`src/pkg/rrs_regs.svh`:
```
/*
  Constants for the remote recipe select encoder: field positions, timing and command framing.
  Assumes a 25 MHz system clock and an 8N1 serial line toward the controller.
*/
// Function
// - BCD mode reads eight inputs as two digits
// - Binary mode reads seven inputs as number
// - Discrete mode maps each input to one recipe
// - Two method inputs choose encoding, both on unused
// - Unknown recipe keeps previous selection in controller
// - Qualified code sends one recipe select command
// - Completion relay pulses after each command sent
`ifndef RRS_REGS_SVH
`define RRS_REGS_SVH
`define RRS_CLK_HZ 25000000
`define RRS_QUAL_MS 200
`define RRS_QUAL_CYC ((`RRS_QUAL_MS * (`RRS_CLK_HZ / 1000)) + 1)
`define RRS_RELAY_MS 200
`define RRS_RELAY_CYC (`RRS_RELAY_MS * (`RRS_CLK_HZ / 1000))
`define RRS_BAUD 9600
`define RRS_BIT_CYC (`RRS_CLK_HZ / `RRS_BAUD)
`define RRS_CMD_LEAD 8'h52
`define RRS_CMD_TERM 8'h0d
`define RRS_BIN_MAX 7'h63
`define RRS_DISC_N 10
`define RRS_SEL_W 10
`endif

```
`src/pkg/rrs_pkg.sv`:
```
/*
  Types for the remote recipe select encoder.
  Assumes rrs_regs.svh supplies the numeric constants.
*/
package rrs_pkg;
  typedef enum logic [1:0] {
    RRS_M_DISC = 2'b00,
    RRS_M_BCD = 2'b01,
    RRS_M_BIN = 2'b10,
    RRS_M_NONE = 2'b11
  } rrs_method_e;
  typedef enum logic [1:0] {
    RRS_IDLE = 2'b00,
    RRS_HOLD = 2'b01,
    RRS_WAIT0 = 2'b11,
    RRS_SEND = 2'b10
  } rrs_state_e;
endpackage : rrs_pkg

```
`src/pkg/rrs_tx_if.sv`:
```
/*
  Byte hand-off between the command sequencer and the serial transmitter.
  Assumes one clock shared by both ends.
*/
`timescale 1ns/1ps
interface rrs_tx_if;
  logic valid;
  logic [7:0] data;
  logic ready;
  modport src (output valid, output data, input ready);
  modport snk (input valid, input data, output ready);
endinterface : rrs_tx_if

```
`src/core/rrs_uart_tx.sv`:
```
/*
  8N1 serial transmitter for the recipe select command.
  Assumes a synchronous active-low reset and a clock enable that freezes all state.
*/
`timescale 1ns/1ps
`include "rrs_regs.svh"
module rrs_uart_tx #(
  parameter int BIT_CYC = `RRS_BIT_CYC
) (
  // Clock and reset
  input wire logic sys_clk_in,
  input wire logic reset_n_in,
  input wire logic clk_en_in,
  // Byte in
  rrs_tx_if.snk tx,
  // Line out
  output logic txd_out
);
  // Refuse divider values that the 16-bit divider counter cannot hold
  if (BIT_CYC < 2 || BIT_CYC > 65536) begin : g_bad_bit_cyc
    $error("BIT_CYC out of range");
  end
  logic [15:0] div_q;
  logic [3:0] bit_q;
  logic [9:0] sh_q;
  logic busy_q;
  assign tx.ready = !busy_q;
  always_ff @(posedge sys_clk_in) begin
    if (!reset_n_in) begin
      busy_q <= 1'b0;
      div_q <= 16'h0000;
      bit_q <= 4'h0;
      sh_q <= 10'h3ff;
      txd_out <= 1'b1;
    end else if (clk_en_in) begin
      if (!busy_q) begin
        txd_out <= 1'b1;
        if (tx.valid) begin
          busy_q <= 1'b1;
          sh_q <= {1'b1, tx.data, 1'b0};
          div_q <= 16'h0000;
          bit_q <= 4'h0;
        end
      end else begin
        txd_out <= sh_q[0];
        if (div_q == 16'(BIT_CYC - 1)) begin
          div_q <= 16'h0000;
          sh_q <= {1'b1, sh_q[9:1]};
          if (bit_q == 4'h9) begin
            busy_q <= 1'b0;
          end
          bit_q <= bit_q + 4'h1;
        end else begin
          div_q <= div_q + 16'h0001;
        end
      end
    end
  end
endmodule : rrs_uart_tx

```
`src/core/rrs_encoder.sv`:
```
/*
  Remote recipe select encoder: qualifies plant selection inputs, decodes them, sends one
  recipe select command over serial and pulses the completion relay.
  Assumes selection and method inputs are asynchronous plant levels.
*/
`timescale 1ns/1ps
`include "rrs_regs.svh"
module rrs_encoder #(
  parameter int QUAL_CYC = `RRS_QUAL_CYC,
  parameter int RELAY_CYC = `RRS_RELAY_CYC,
  parameter int BIT_CYC = `RRS_BIT_CYC
) (
  // Clock and reset
  input wire logic sys_clk_in,
  input wire logic reset_n_in,
  input wire logic clk_en_in,
  // Plant inputs
  input wire logic [`RRS_SEL_W-1:0] sel_in,
  input wire logic method_a_in,
  input wire logic method_b_in,
  // Outputs
  output logic txd_out,
  output logic completion_relay_output_out
);
  // Both timers are 24 bits wide; refuse counts they cannot hold
  if (QUAL_CYC < 2 || RELAY_CYC < 1 || QUAL_CYC >= 2 ** 24 || RELAY_CYC >= 2 ** 24) begin : g_bad_timing
    $error("bad timing parameters");
  end

  logic [`RRS_SEL_W+1:0] s1_q, s2_q;
  logic [23:0] cnt_q;
  logic [23:0] rly_q;
  logic [7:0] rec_q;
  logic [1:0] idx_q;
  logic relay_q;
  logic pend_q;
  rrs_pkg::rrs_state_e st_q;
  rrs_tx_if txb ();

  // Two-stage synchroniser on every plant input
  always_ff @(posedge sys_clk_in) begin
    if (!reset_n_in) begin
      s1_q <= '0;
      s2_q <= '0;
    end else if (clk_en_in) begin
      s1_q <= {method_b_in, method_a_in, sel_in};
      s2_q <= s1_q;
    end
  end

  wire logic [`RRS_SEL_W-1:0] sel = s2_q[`RRS_SEL_W-1:0];
  wire rrs_pkg::rrs_method_e meth = rrs_pkg::rrs_method_e'({s2_q[`RRS_SEL_W+1], s2_q[`RRS_SEL_W]});

  // Decode to recipe number; zero means nothing valid
  function automatic logic [7:0] decode(input rrs_pkg::rrs_method_e m, input logic [`RRS_SEL_W-1:0] s);
    logic [7:0] r;
    logic [3:0] cnt;
    r = 8'h00;
    cnt = 4'h0;
    unique case (m)
      rrs_pkg::RRS_M_BCD: begin
        if (s[3:0] <= 4'h9 && s[7:4] <= 4'h9 && s[9:8] == 2'b00) begin
          r = ({4'h0, s[7:4]} * 8'h0a) + {4'h0, s[3:0]};
        end
      end
      rrs_pkg::RRS_M_BIN: begin
        if (s[9:7] == 3'h0 && s[6:0] <= `RRS_BIN_MAX) begin
          r = {1'b0, s[6:0]};
        end
      end
      rrs_pkg::RRS_M_DISC: begin
        for (int i = 0; i < `RRS_DISC_N; i++) begin
          if (s[i]) begin
            cnt = cnt + 4'h1;
            r = 8'(i + 1);
          end
        end
        if (cnt != 4'h1) begin
          r = 8'h00;
        end
      end
      rrs_pkg::RRS_M_NONE: r = 8'h00;
    endcase
    return r;
  endfunction : decode

  wire logic [7:0] cur_rec = decode(meth, sel);

  // Excursion sequencer: idle at zero, hold a stable code, wait for zero, then send
  always_ff @(posedge sys_clk_in) begin
    if (!reset_n_in) begin
      st_q <= rrs_pkg::RRS_IDLE;
      cnt_q <= 24'h000000;
      rec_q <= 8'h00;
      idx_q <= 2'h0;
    end else if (clk_en_in) begin
      unique case (st_q)
        rrs_pkg::RRS_IDLE: begin
          cnt_q <= 24'h000000;
          if (sel != '0) begin
            st_q <= rrs_pkg::RRS_HOLD;
            rec_q <= cur_rec;
          end
        end
        rrs_pkg::RRS_HOLD: begin
          if (sel == '0) begin
            st_q <= rrs_pkg::RRS_IDLE;
          end else if (cur_rec != rec_q) begin
            rec_q <= cur_rec;
            cnt_q <= 24'h000000;
          end else if (cnt_q >= 24'(QUAL_CYC - 1)) begin
            st_q <= rrs_pkg::RRS_WAIT0;
          end else begin
            cnt_q <= cnt_q + 24'h000001;
          end
        end
        rrs_pkg::RRS_WAIT0: begin
          if (sel == '0) begin
            idx_q <= 2'h0;
            st_q <= (rec_q != 8'h00) ? rrs_pkg::RRS_SEND : rrs_pkg::RRS_IDLE;
          end
        end
        rrs_pkg::RRS_SEND: begin
          if (txb.ready) begin
            idx_q <= idx_q + 2'h1;
            if (idx_q == 2'h2) begin
              st_q <= rrs_pkg::RRS_IDLE;
            end
          end
        end
      endcase
    end
  end

  // Command bytes: lead, recipe number, terminator
  always_comb begin
    txb.valid = (st_q == rrs_pkg::RRS_SEND);
    unique case (idx_q)
      2'h0: txb.data = `RRS_CMD_LEAD;
      2'h1: txb.data = rec_q;
      default: txb.data = `RRS_CMD_TERM;
    endcase
  end

  wire logic cmd_done = (st_q == rrs_pkg::RRS_SEND) && txb.ready && (idx_q == 2'h2);
  // Terminator has left the line once the transmitter is ready again after the last hand-off
  wire logic sent_done = pend_q && txb.ready;

  // Relay waits until the whole command is on the wire, so a start it gates finds the new recipe
  always_ff @(posedge sys_clk_in) begin
    if (!reset_n_in) begin
      pend_q <= 1'b0;
      relay_q <= 1'b0;
      rly_q <= 24'h000000;
    end else if (clk_en_in) begin
      if (cmd_done) begin
        pend_q <= 1'b1;
      end else if (sent_done) begin
        pend_q <= 1'b0;
      end
      if (sent_done) begin
        relay_q <= 1'b1;
        rly_q <= 24'(RELAY_CYC - 1);
      end else if (rly_q != 24'h000000) begin
        rly_q <= rly_q - 24'h000001;
      end else begin
        relay_q <= 1'b0;
      end
    end
  end
  assign completion_relay_output_out = relay_q;

  rrs_uart_tx #(.BIT_CYC(BIT_CYC)) u_tx (
    .sys_clk_in(sys_clk_in),
    .reset_n_in(reset_n_in),
    .clk_en_in(clk_en_in),
    .tx(txb),
    .txd_out(txd_out)
  );

  a_short_hold_drop: assert property (@(posedge sys_clk_in) disable iff (!reset_n_in)
    (clk_en_in && st_q == rrs_pkg::RRS_HOLD && sel == '0) |=> st_q == rrs_pkg::RRS_IDLE)
    else $error("short excursion not dropped");
  a_unused_no_send: assert property (@(posedge sys_clk_in) disable iff (!reset_n_in)
    (st_q == rrs_pkg::RRS_SEND) |-> rec_q != 8'h00)
    else $error("send with no recipe");
  a_bcd_range_ok: assert property (@(posedge sys_clk_in) disable iff (!reset_n_in)
    (meth == rrs_pkg::RRS_M_BCD) |-> cur_rec <= 8'h63)
    else $error("bcd recipe out of range");
  a_bcd_digit_rej: assert property (@(posedge sys_clk_in) disable iff (!reset_n_in)
    (meth == rrs_pkg::RRS_M_BCD && sel[3:0] > 4'h9) |-> cur_rec == 8'h00)
    else $error("bad bcd digit accepted");
  a_bin_range_rej: assert property (@(posedge sys_clk_in) disable iff (!reset_n_in)
    (meth == rrs_pkg::RRS_M_BIN && sel[6:0] > 7'h63) |-> cur_rec == 8'h00)
    else $error("binary above 99 accepted");
  a_disc_onehot: assert property (@(posedge sys_clk_in) disable iff (!reset_n_in)
    (meth == rrs_pkg::RRS_M_DISC && cur_rec != 8'h00) |-> $onehot(sel) && cur_rec <= 8'h0a)
    else $error("discrete decode wrong");
  a_disc_multi_rej: assert property (@(posedge sys_clk_in) disable iff (!reset_n_in)
    (meth == rrs_pkg::RRS_M_DISC && !$onehot(sel)) |-> cur_rec == 8'h00)
    else $error("discrete code not one-hot accepted");
  a_qual_time: assert property (@(posedge sys_clk_in) disable iff (!reset_n_in)
    (st_q == rrs_pkg::RRS_WAIT0 && $past(st_q) == rrs_pkg::RRS_HOLD) |-> cnt_q >= 24'(QUAL_CYC - 1))
    else $error("qualified too early");
  a_zero_starts_send: assert property (@(posedge sys_clk_in) disable iff (!reset_n_in)
    (clk_en_in && st_q == rrs_pkg::RRS_WAIT0 && sel == '0 && rec_q != 8'h00) |=> st_q == rrs_pkg::RRS_SEND)
    else $error("qualified code not sent");
  a_relay_after_cmd: assert property (@(posedge sys_clk_in) disable iff (!reset_n_in)
    (clk_en_in && sent_done) |=> completion_relay_output_out)
    else $error("relay not raised");
  a_relay_waits_tx: assert property (@(posedge sys_clk_in) disable iff (!reset_n_in)
    (clk_en_in && !completion_relay_output_out && !sent_done) |=> !completion_relay_output_out)
    else $error("relay raised before command sent");
  a_relay_stands: assert property (@(posedge sys_clk_in) disable iff (!reset_n_in)
    (clk_en_in && completion_relay_output_out && rly_q != 24'h000000) |=> completion_relay_output_out)
    else $error("relay pulse cut short");
  a_send_idle_after: assert property (@(posedge sys_clk_in) disable iff (!reset_n_in)
    (clk_en_in && cmd_done) |=> st_q == rrs_pkg::RRS_IDLE)
    else $error("extra command bytes");
endmodule : rrs_encoder

```
`config.mk`:
```
export PLATFORM = sky130hd
export DESIGN_NAME = rrs_encoder
export DESIGN_NICKNAME = d
export VERILOG_FILES = /design/src/pkg/rrs_pkg.sv /design/src/pkg/rrs_tx_if.sv /design/src/core/rrs_uart_tx.sv /design/src/core/rrs_encoder.sv
export VERILOG_INCLUDE_DIRS = /design/src /design/src/pkg
export SDC_FILE = /design/constraint.sdc
export NUM_CORES = 1
export LEC_CHECK = 0
export BUFFER_PORTS_ARGS = -buffer_cell sky130_fd_sc_hd__clkbuf_2
export CORE_ASPECT_RATIO = 1.25
export CORE_UTILIZATION = 45
export DETAILED_ROUTE_END_ITERATION = 7
export RECOVER_POWER = 100
export SLEW_MARGIN = 10
export SYNTH_ARGS = -nofsm -noshare
export SYNTH_HDL_FRONTEND = slang
export SYNTH_SLANG_ARGS = --single-unit
export TNS_END_PERCENT = 30
```
`constraint.sdc`:
```
create_clock -name sys_clk_in -period 10.3 [get_ports sys_clk_in]
set_input_delay 0.515 -clock sys_clk_in [delete_from_list [all_inputs] [get_ports sys_clk_in]]
set_output_delay 0.515 -clock sys_clk_in [all_outputs]
set_load 0.01 [all_outputs]
```
==> metrics, run 1 <==
buffers and inverters on the worst path 2; placed insts approximately 1000; Core Region 15000 um^2; Crit Path Max Fanout 27; Met2 Wirelength 8.19 mm; post-synthesis net count around 900; post-synthesis async set-or-reset flop share 0; Post-Syn Area 6930 um^2; Ys Warns 0; vias per inst 5.74; met1 WL approximately 7.0 mm; Layout Nets about 900; CP delay by family, top compound AO/OA/AOI/OAI gates; crit path DAT 9150 ps; register area share after synthesis 0.338; ANT nets after route 0; synth unique cells 76; most used cell, CP ha_1; Design Power between 1 and 1.5 mW; share of cells above drive strength 1 0.0833; CTS tree built; antenna cells 0; Top Metal Used met4; Max Cap Viol 3; CTS Sinks 117; latest clock arrival within the worst-skew pair 420 ps; Tmin final 8830 ps; CTS root buffer clkbuf_16; failing checks max-capacitance violations, max-slew violations; DR pass1 iterations 5; Mapped Cells 843; Total GRT Usage 0.208; Hold Path Class in -> reg; fin util 0.506; final non-filler cell total 1034; Fmax 113 MHz; RSZ-0062 raised after global routing false; PortBufs 16; slew margin rel. -0.668; LEAKAGE 2.94 nW; io pins 17; crit end category register; pre-CTS setup slack 2130 ps; Synth top area share 0.338; Residual DRC 0; cts bufs inserted 17; number of global-route vias before repair between 5000 and 6000; post-CTS sizing 0; maximum clock path buffer count 2; setup ws final about 1500 ps; Synth-to-Final Area Change 9.69%; routability cong. slightly below 0.9; Seq cells post-synth 117; Power per Cell Area a little under 200 nW/um^2; first-pass GRT wire length between 20 and 30 mm; Setup CP Type reg -> reg; setup violators final 0; clk_skew around 10 ps; largest area contributor in the netlist dfxtp_1; largest net degree at the start of global routing 50; Tcrit/Tclk final 0.857; postcts setup bufs 0; DIE AREA 15900 um^2; Die Height 141 um; status complete, but fails checks; WL final roughly 16 mm; max-slew violation count approximately 130; Slowest-stage cell, CP nor3_4; startpoint types register; largest cells by area after synthesis dfxtp_1 34%, nor2_1 6.2%, ha_1 4.9%; initial core utilization 0.462; htree depth 4; DR WL/cell 15.4 um; Post-synth EDFFs 0; TNS Setup 0 ps; Starting DRT DRC Count 299; clk slew on worst S/H paths around 60 ps; CTS Hold Bufs 0; total number of vias about 6000; grt total ovfl 0; WL met3 approximately 440 um; Rows 50; Slew @ Worst Pin about 2500 ps; Worst path max stage delay just over 800 ps; Crit path required time roughly 11000 ps; Main synth FF type dfxtp_1; die width 113 um; Mean Syn Cell Area 8.22 um^2; Final Hold Vio Count 0; antenna violations before repair 0; Detail Placement HPWL approximately 11 mm; largest vdd supply drop 0.000103 V
[layer usage]
| layer | GRT usage | vias to the layer above |
|---|---|---|
| li1 | - | 3019 |
| met1 | 0.242 | 2803 |
| met2 | 0.375 | 92 |
| met3 | 0.0387 | 20 |
| met4 | 0.0789 | 0 |
| met5 | 0 | - |
[tightest hold or removal path, stage by stage]
cell,delay (ps)
clkbuf_2,70
mux2i_1,50
nor2_1,70
[power breakdown]
| group | leakage [nW] | switching, mW | internal, mW |
|---|---|---|---|
| combinational | 1.74 | 0.219 | 0.157 |
| sequential | 0.950 | 0.0538 | 0.505 |
| clock | 0.257 | 0.213 | 0.325 |
[worst paths after layout]
path / from / endpoint / slack, ps / cells after the start
worst max-delay path: s2_q[1] / cnt_q[23] / 1470 / 29
worst min-delay path: method_a_in / s1_q[10] / 330 / 3
worst max register to register: s2_q[1] / cnt_q[23] / 1470 / 29
worst min register to register: completion_relay_output_out / completion_relay_output_out / 480 / 2
[cell usage in the layout, fill, tap and decap left out, drive strengths merged, types with 6 or more instances in the layout]
cell / count
xnor2: 25
dfxtp: 117
o22ai: 12
nand3b: 16
a21oi: 62
xor2: 27
nand4: 14
nand3: 22
or4: 15
nor3: 25
nor4: 9
nor2b: 6
o21ai: 40
nand2b: 10
nor2: 115
nand2: 82
and3: 17
or3: 11
inv: 17
clkinv: 8
clkbuf: 41
ha: 27
o31ai: 14
a211oi: 12
mux2i: 30
[logic make-up after synthesis]
kind of cell,Yosys count,share of synthesized area
compound gates,179,0.165
xor+xnor,56,0.0836
fa+ha+maj,29,0.0545
buf+inv,63,0.0376
flops,117,0.338
mux,34,0.0516
simple gates,365,0.270
[cells in the mapped netlist (all sizes together) (3+ instances only)]
| cell type | number |
|---|---|
| nand4 | 14 |
| and2 | 4 |
| or4 | 15 |
| buf | 10 |
| a22oi | 4 |
| and3 | 17 |
| nand2b | 10 |
| xor2 | 27 |
| inv | 18 |
| nor2 | 115 |
| a211oi | 12 |
| nand3 | 22 |
| o21a | 3 |
| nor2b | 6 |
| nor4 | 9 |
| mux2 | 4 |
| dfxtp | 117 |
| nor3b | 5 |
| o31ai | 14 |
| nand3b | 16 |
| a21oi | 62 |
| xnor2 | 25 |
| a41oi | 3 |
| o21ai | 40 |
| nand2 | 82 |
| a21o | 3 |
| o211a | 5 |
| mux2i | 30 |
| clkbuf | 34 |
| or3 | 11 |
| a31oi | 5 |
| ha | 27 |
| o22ai | 12 |
| nor3 | 25 |
[final cells by class]
type | instances | area (um^2)
fill | 1447 | 7410
multi-input combinational | 663 | 4310
sequential | 117 | 2340
clock buffer | 21 | 470
tap | 182 | 228
timing repair buffer | 21 | 100
clock inverter | 11 | 78.8
inverter | 19 | 71.3
[metrics by stage]
| stage | cell area, um^2 | hold WS [ps] |
|---|---|---|
| 6_report | 7600 | 334 |
| 4_1_cts | 7640 | 320 |
| 3_5_place_dp | 7090 | 467 |
| 2_1_floorplan | 6930 | 447 |
| 5_1_grt | 7600 | 333 |
| 3_3_place_gp | 7090 | 459 |
[sequential cells by signal, summed over array words and instances, names as in the netlist]
register	cells
cnt_q	24
rly_q	24
u_tx.div_q	16
s1_q	12
s2_q	12
u_tx.sh_q	9
rec_q	8
u_tx.bit_q	4
idx_q	2
st_q	2
completion_relay_output_out	1
pend_q	1
u_tx.busy_q	1
u_tx.txd_out	1
No activity file was read; power rests on OpenSTA's default activity.
==> run 2: changes to the inputs <==
--- a/config.mk
+++ b/config.mk
@@ -8,9 +8,9 @@
 export LEC_CHECK = 0
 export BUFFER_PORTS_ARGS = -buffer_cell sky130_fd_sc_hd__clkbuf_2
 export CORE_ASPECT_RATIO = 1.25
+export CORE_MARGIN = 5
 export CORE_UTILIZATION = 45
 export DETAILED_ROUTE_END_ITERATION = 7
-export RECOVER_POWER = 100
 export SLEW_MARGIN = 10
 export SYNTH_ARGS = -nofsm -noshare
 export SYNTH_HDL_FRONTEND = slang
==> metrics, run 2 (same netlist as run 1, synthesis figures left out) <==
status completed (was complete, but fails checks); largest vdd supply drop 0.000105 V (was 0.000103 V); vias per inst 5.68 (was 5.74); htree depth 4 (unchanged); Crit path required time 10630 ps (was 10620 ps); CTS Hold Bufs 0 (unchanged); first-pass GRT wire length 26.9 mm (was 26.7 mm); maximum clock path buffer count 2 (unchanged); Comb power frac 0.251 (was 0.255); Crit Path Max Fanout 27 (unchanged); startpoint types register (unchanged); initial core utilization 0.460 (was 0.462); DR WL/cell 14.7 um (was 15.4 um); Max Cap Viol 0 (was 3); routability cong. 0.798 (was 0.887); most used cell, CP ha_1 (unchanged); Power per Cell Area 194 nW/um^2 (about the same); TNS Setup 0 ps (unchanged); Psw 0.491 mW (was 0.486 mW); fillers 1459 (was 1447); max-slew violation count 0 (was 129); Fmax 122 MHz (was 113 MHz); Slew @ Worst Pin 1130 ps (was 2500 ps); CTS root buffer clkbuf_16 (unchanged); Residual DRC 0 (unchanged); sequential power share 0.374 (was 0.379); total number of vias 6013 (was 5934); Setup CP Type reg -> reg (unchanged); Total GRT Usage 0.180 (was 0.208); WL final 15.5 mm (was 15.9 mm); P_int 1.00 mW (was 0.987 mW); CTS tree built (unchanged); FF-to-FF path depth 29 (unchanged); Layout Nets 882 (was 883); post-CTS sizing 0 (unchanged); number of global-route vias before repair 5827 (was 5674); most common cell after layout, fill and taps aside dfxtp_1 (unchanged); Worst path max stage delay 870 ps (was 830 ps); DIE AREA 18000 um^2 (was 15900 um^2); Tcrit/Tclk final 0.796 (was 0.857); FF-to-FF End cnt_q[2] (was cnt_q[23]); biggest regs cnt_q (24), rly_q (24), u_tx.div_q (16) (unchanged); Slowest-stage cell, CP nor3_4 (unchanged); postcts setup bufs 0 (unchanged); PortBufs 16 (unchanged); crit path DAT 8530 ps (was 9150 ps); slew margin rel. 0.238 (was -0.668); pre-CTS setup slack 2160 ps (was 2130 ps); LEAKAGE 2.98 nW (was 2.94 nW); DR pass1 iterations 4 (was 5); io pins 17 (unchanged); clk_skew 10.5 ps (was 10.4 ps); setup violators final 0 (unchanged); crit path from s2_q[1] (unchanged); setup ws final 2100 ps (was 1470 ps); Starting DRT DRC Count 298 (was 299); Clk pwr share 0.375 (was 0.365); share of cells above drive strength 1 0.0952 (was 0.0833); Die Height 149 um (was 141 um); grt total ovfl 0 (unchanged); ANT nets after route 0 (unchanged); Final Hold Vio Count 0 (unchanged); reg2reg setup slack 2100 ps (was 1470 ps); Synth-to-Final Area Change 10.8% (was 9.69%); Rows 50 (unchanged); latest clock arrival within the worst-skew pair 420 ps (about the same); most frequent cells in the layout 117 x dfxtp_1, 115 x nor2_1, 82 x nand2_1, 60 x a21oi_1, 34 x o21ai_0 (was 117 x dfxtp_1, 115 x nor2_1, 82 x nand2_1, 60 x a21oi_1, 36 x o21ai_0); clk slew on worst S/H paths 60 ps (about the same); cts bufs inserted 17 (unchanged); largest net degree at the start of global routing 50 (unchanged); R2R Path Start s2_q[1] (unchanged); die width 121 um (was 113 um); crit end category register (unchanged); sw frac 0.329 (was 0.330); Core Region 15100 um^2 (was 15000 um^2); Hold Path Class in -> reg (unchanged); antenna cells 0 (unchanged); Detail Placement HPWL 11.0 mm (was 11.3 mm); Tmin final 8200 ps (was 8830 ps); Worst setup endpoint cnt_q[2] (was cnt_q[23]); CTS Sinks 117 (unchanged); antenna violations before repair 0 (unchanged); RSZ-0062 raised after global routing false (unchanged)
==> run 2: layout make-up <==
class                      instances  area [um^2]  area share
inverter                          19         71.3     0.00929
sequential                       117         2340       0.305
multi-input combinational        663         4330       0.564
clock buffer                      18          439      0.0572
tap                              208          260      0.0339
timing repair buffer              20          110      0.0143
clock inverter                    14          129      0.0168
==> run 2: layer usage <==
metal / share of wire / vias up / GRT usage
met4: 0.013 / 0 / 0.0550
li1: - / 3014 / -
met5: 0 / - / 0
met1: 0.44 / 2885 / 0.212
met2: 0.51 / 98 / 0.324
met3: 0.036 / 16 / 0.0421
==> run 2: worst min path at each step <==
| stage | startpoint | end | slack, ps | depth (start not counted) |
|---|---|---|---|---|
| finish | method_b_in | s1_q[11] | 330 | 3 |
| global route | sel_in[0] | s1_q[0] | 340 | 3 |
| CTS | method_b_in | s1_q[11] | 320 | 3 |
| detailed placement | completion_relay_output_out | completion_relay_output_out | 460 | 2 |
| global placement | cnt_q[23] | cnt_q[23] | 460 | 2 |
| floorplan | u_tx.sh_q[0] | u_tx.sh_q[0] | 450 | 1 |
==> run 2: worst max-delay path: cells and delay by family, from the launching register on <==
| kind | cells | cell delay [ps] |
|---|---|---|
| xor gates and xnor gates | 2 | 380 |
| DFF | 1 | 430 |
| muxes | 3 | 840 |
| buffers and inverters | 2 | 210 |
| and+or+nand+nor | 5 | 1450 |
| AOI/OAI and AO/OA | 9 | 2280 |
| adders and majority gates | 8 | 2510 |
==> run 2: through the flow <==
stage | hold slack (ps) | utilization | area (um^2) | power, mW | cells
2_1_floorplan | 447 | - | 6930 | 0.869 | 843
3_3_place_gp | 459 | 0.472 | 7110 | 0.931 | 1027
3_5_place_dp | 458 | 0.472 | 7110 | 0.944 | 1027
4_1_cts | 322 | 0.509 | 7680 | 1.51 | 1059
5_1_grt | 338 | 0.509 | 7680 | 1.60 | 1059
6_report | 334 | 0.509 | 7680 | 1.49 | 1059
==> run 2: power by group through the flow <==
stage / Combinational, mW / Clock (mW) / Sequential [mW]
after floorplan: 0.319 / 0 / 0.550
after global placement: 0.366 / 0 / 0.565
after detailed placement: 0.376 / 0 / 0.568
after CTS: 0.379 / 0.573 / 0.559
after global routing: 0.430 / 0.597 / 0.569
final: 0.374 / 0.560 / 0.559
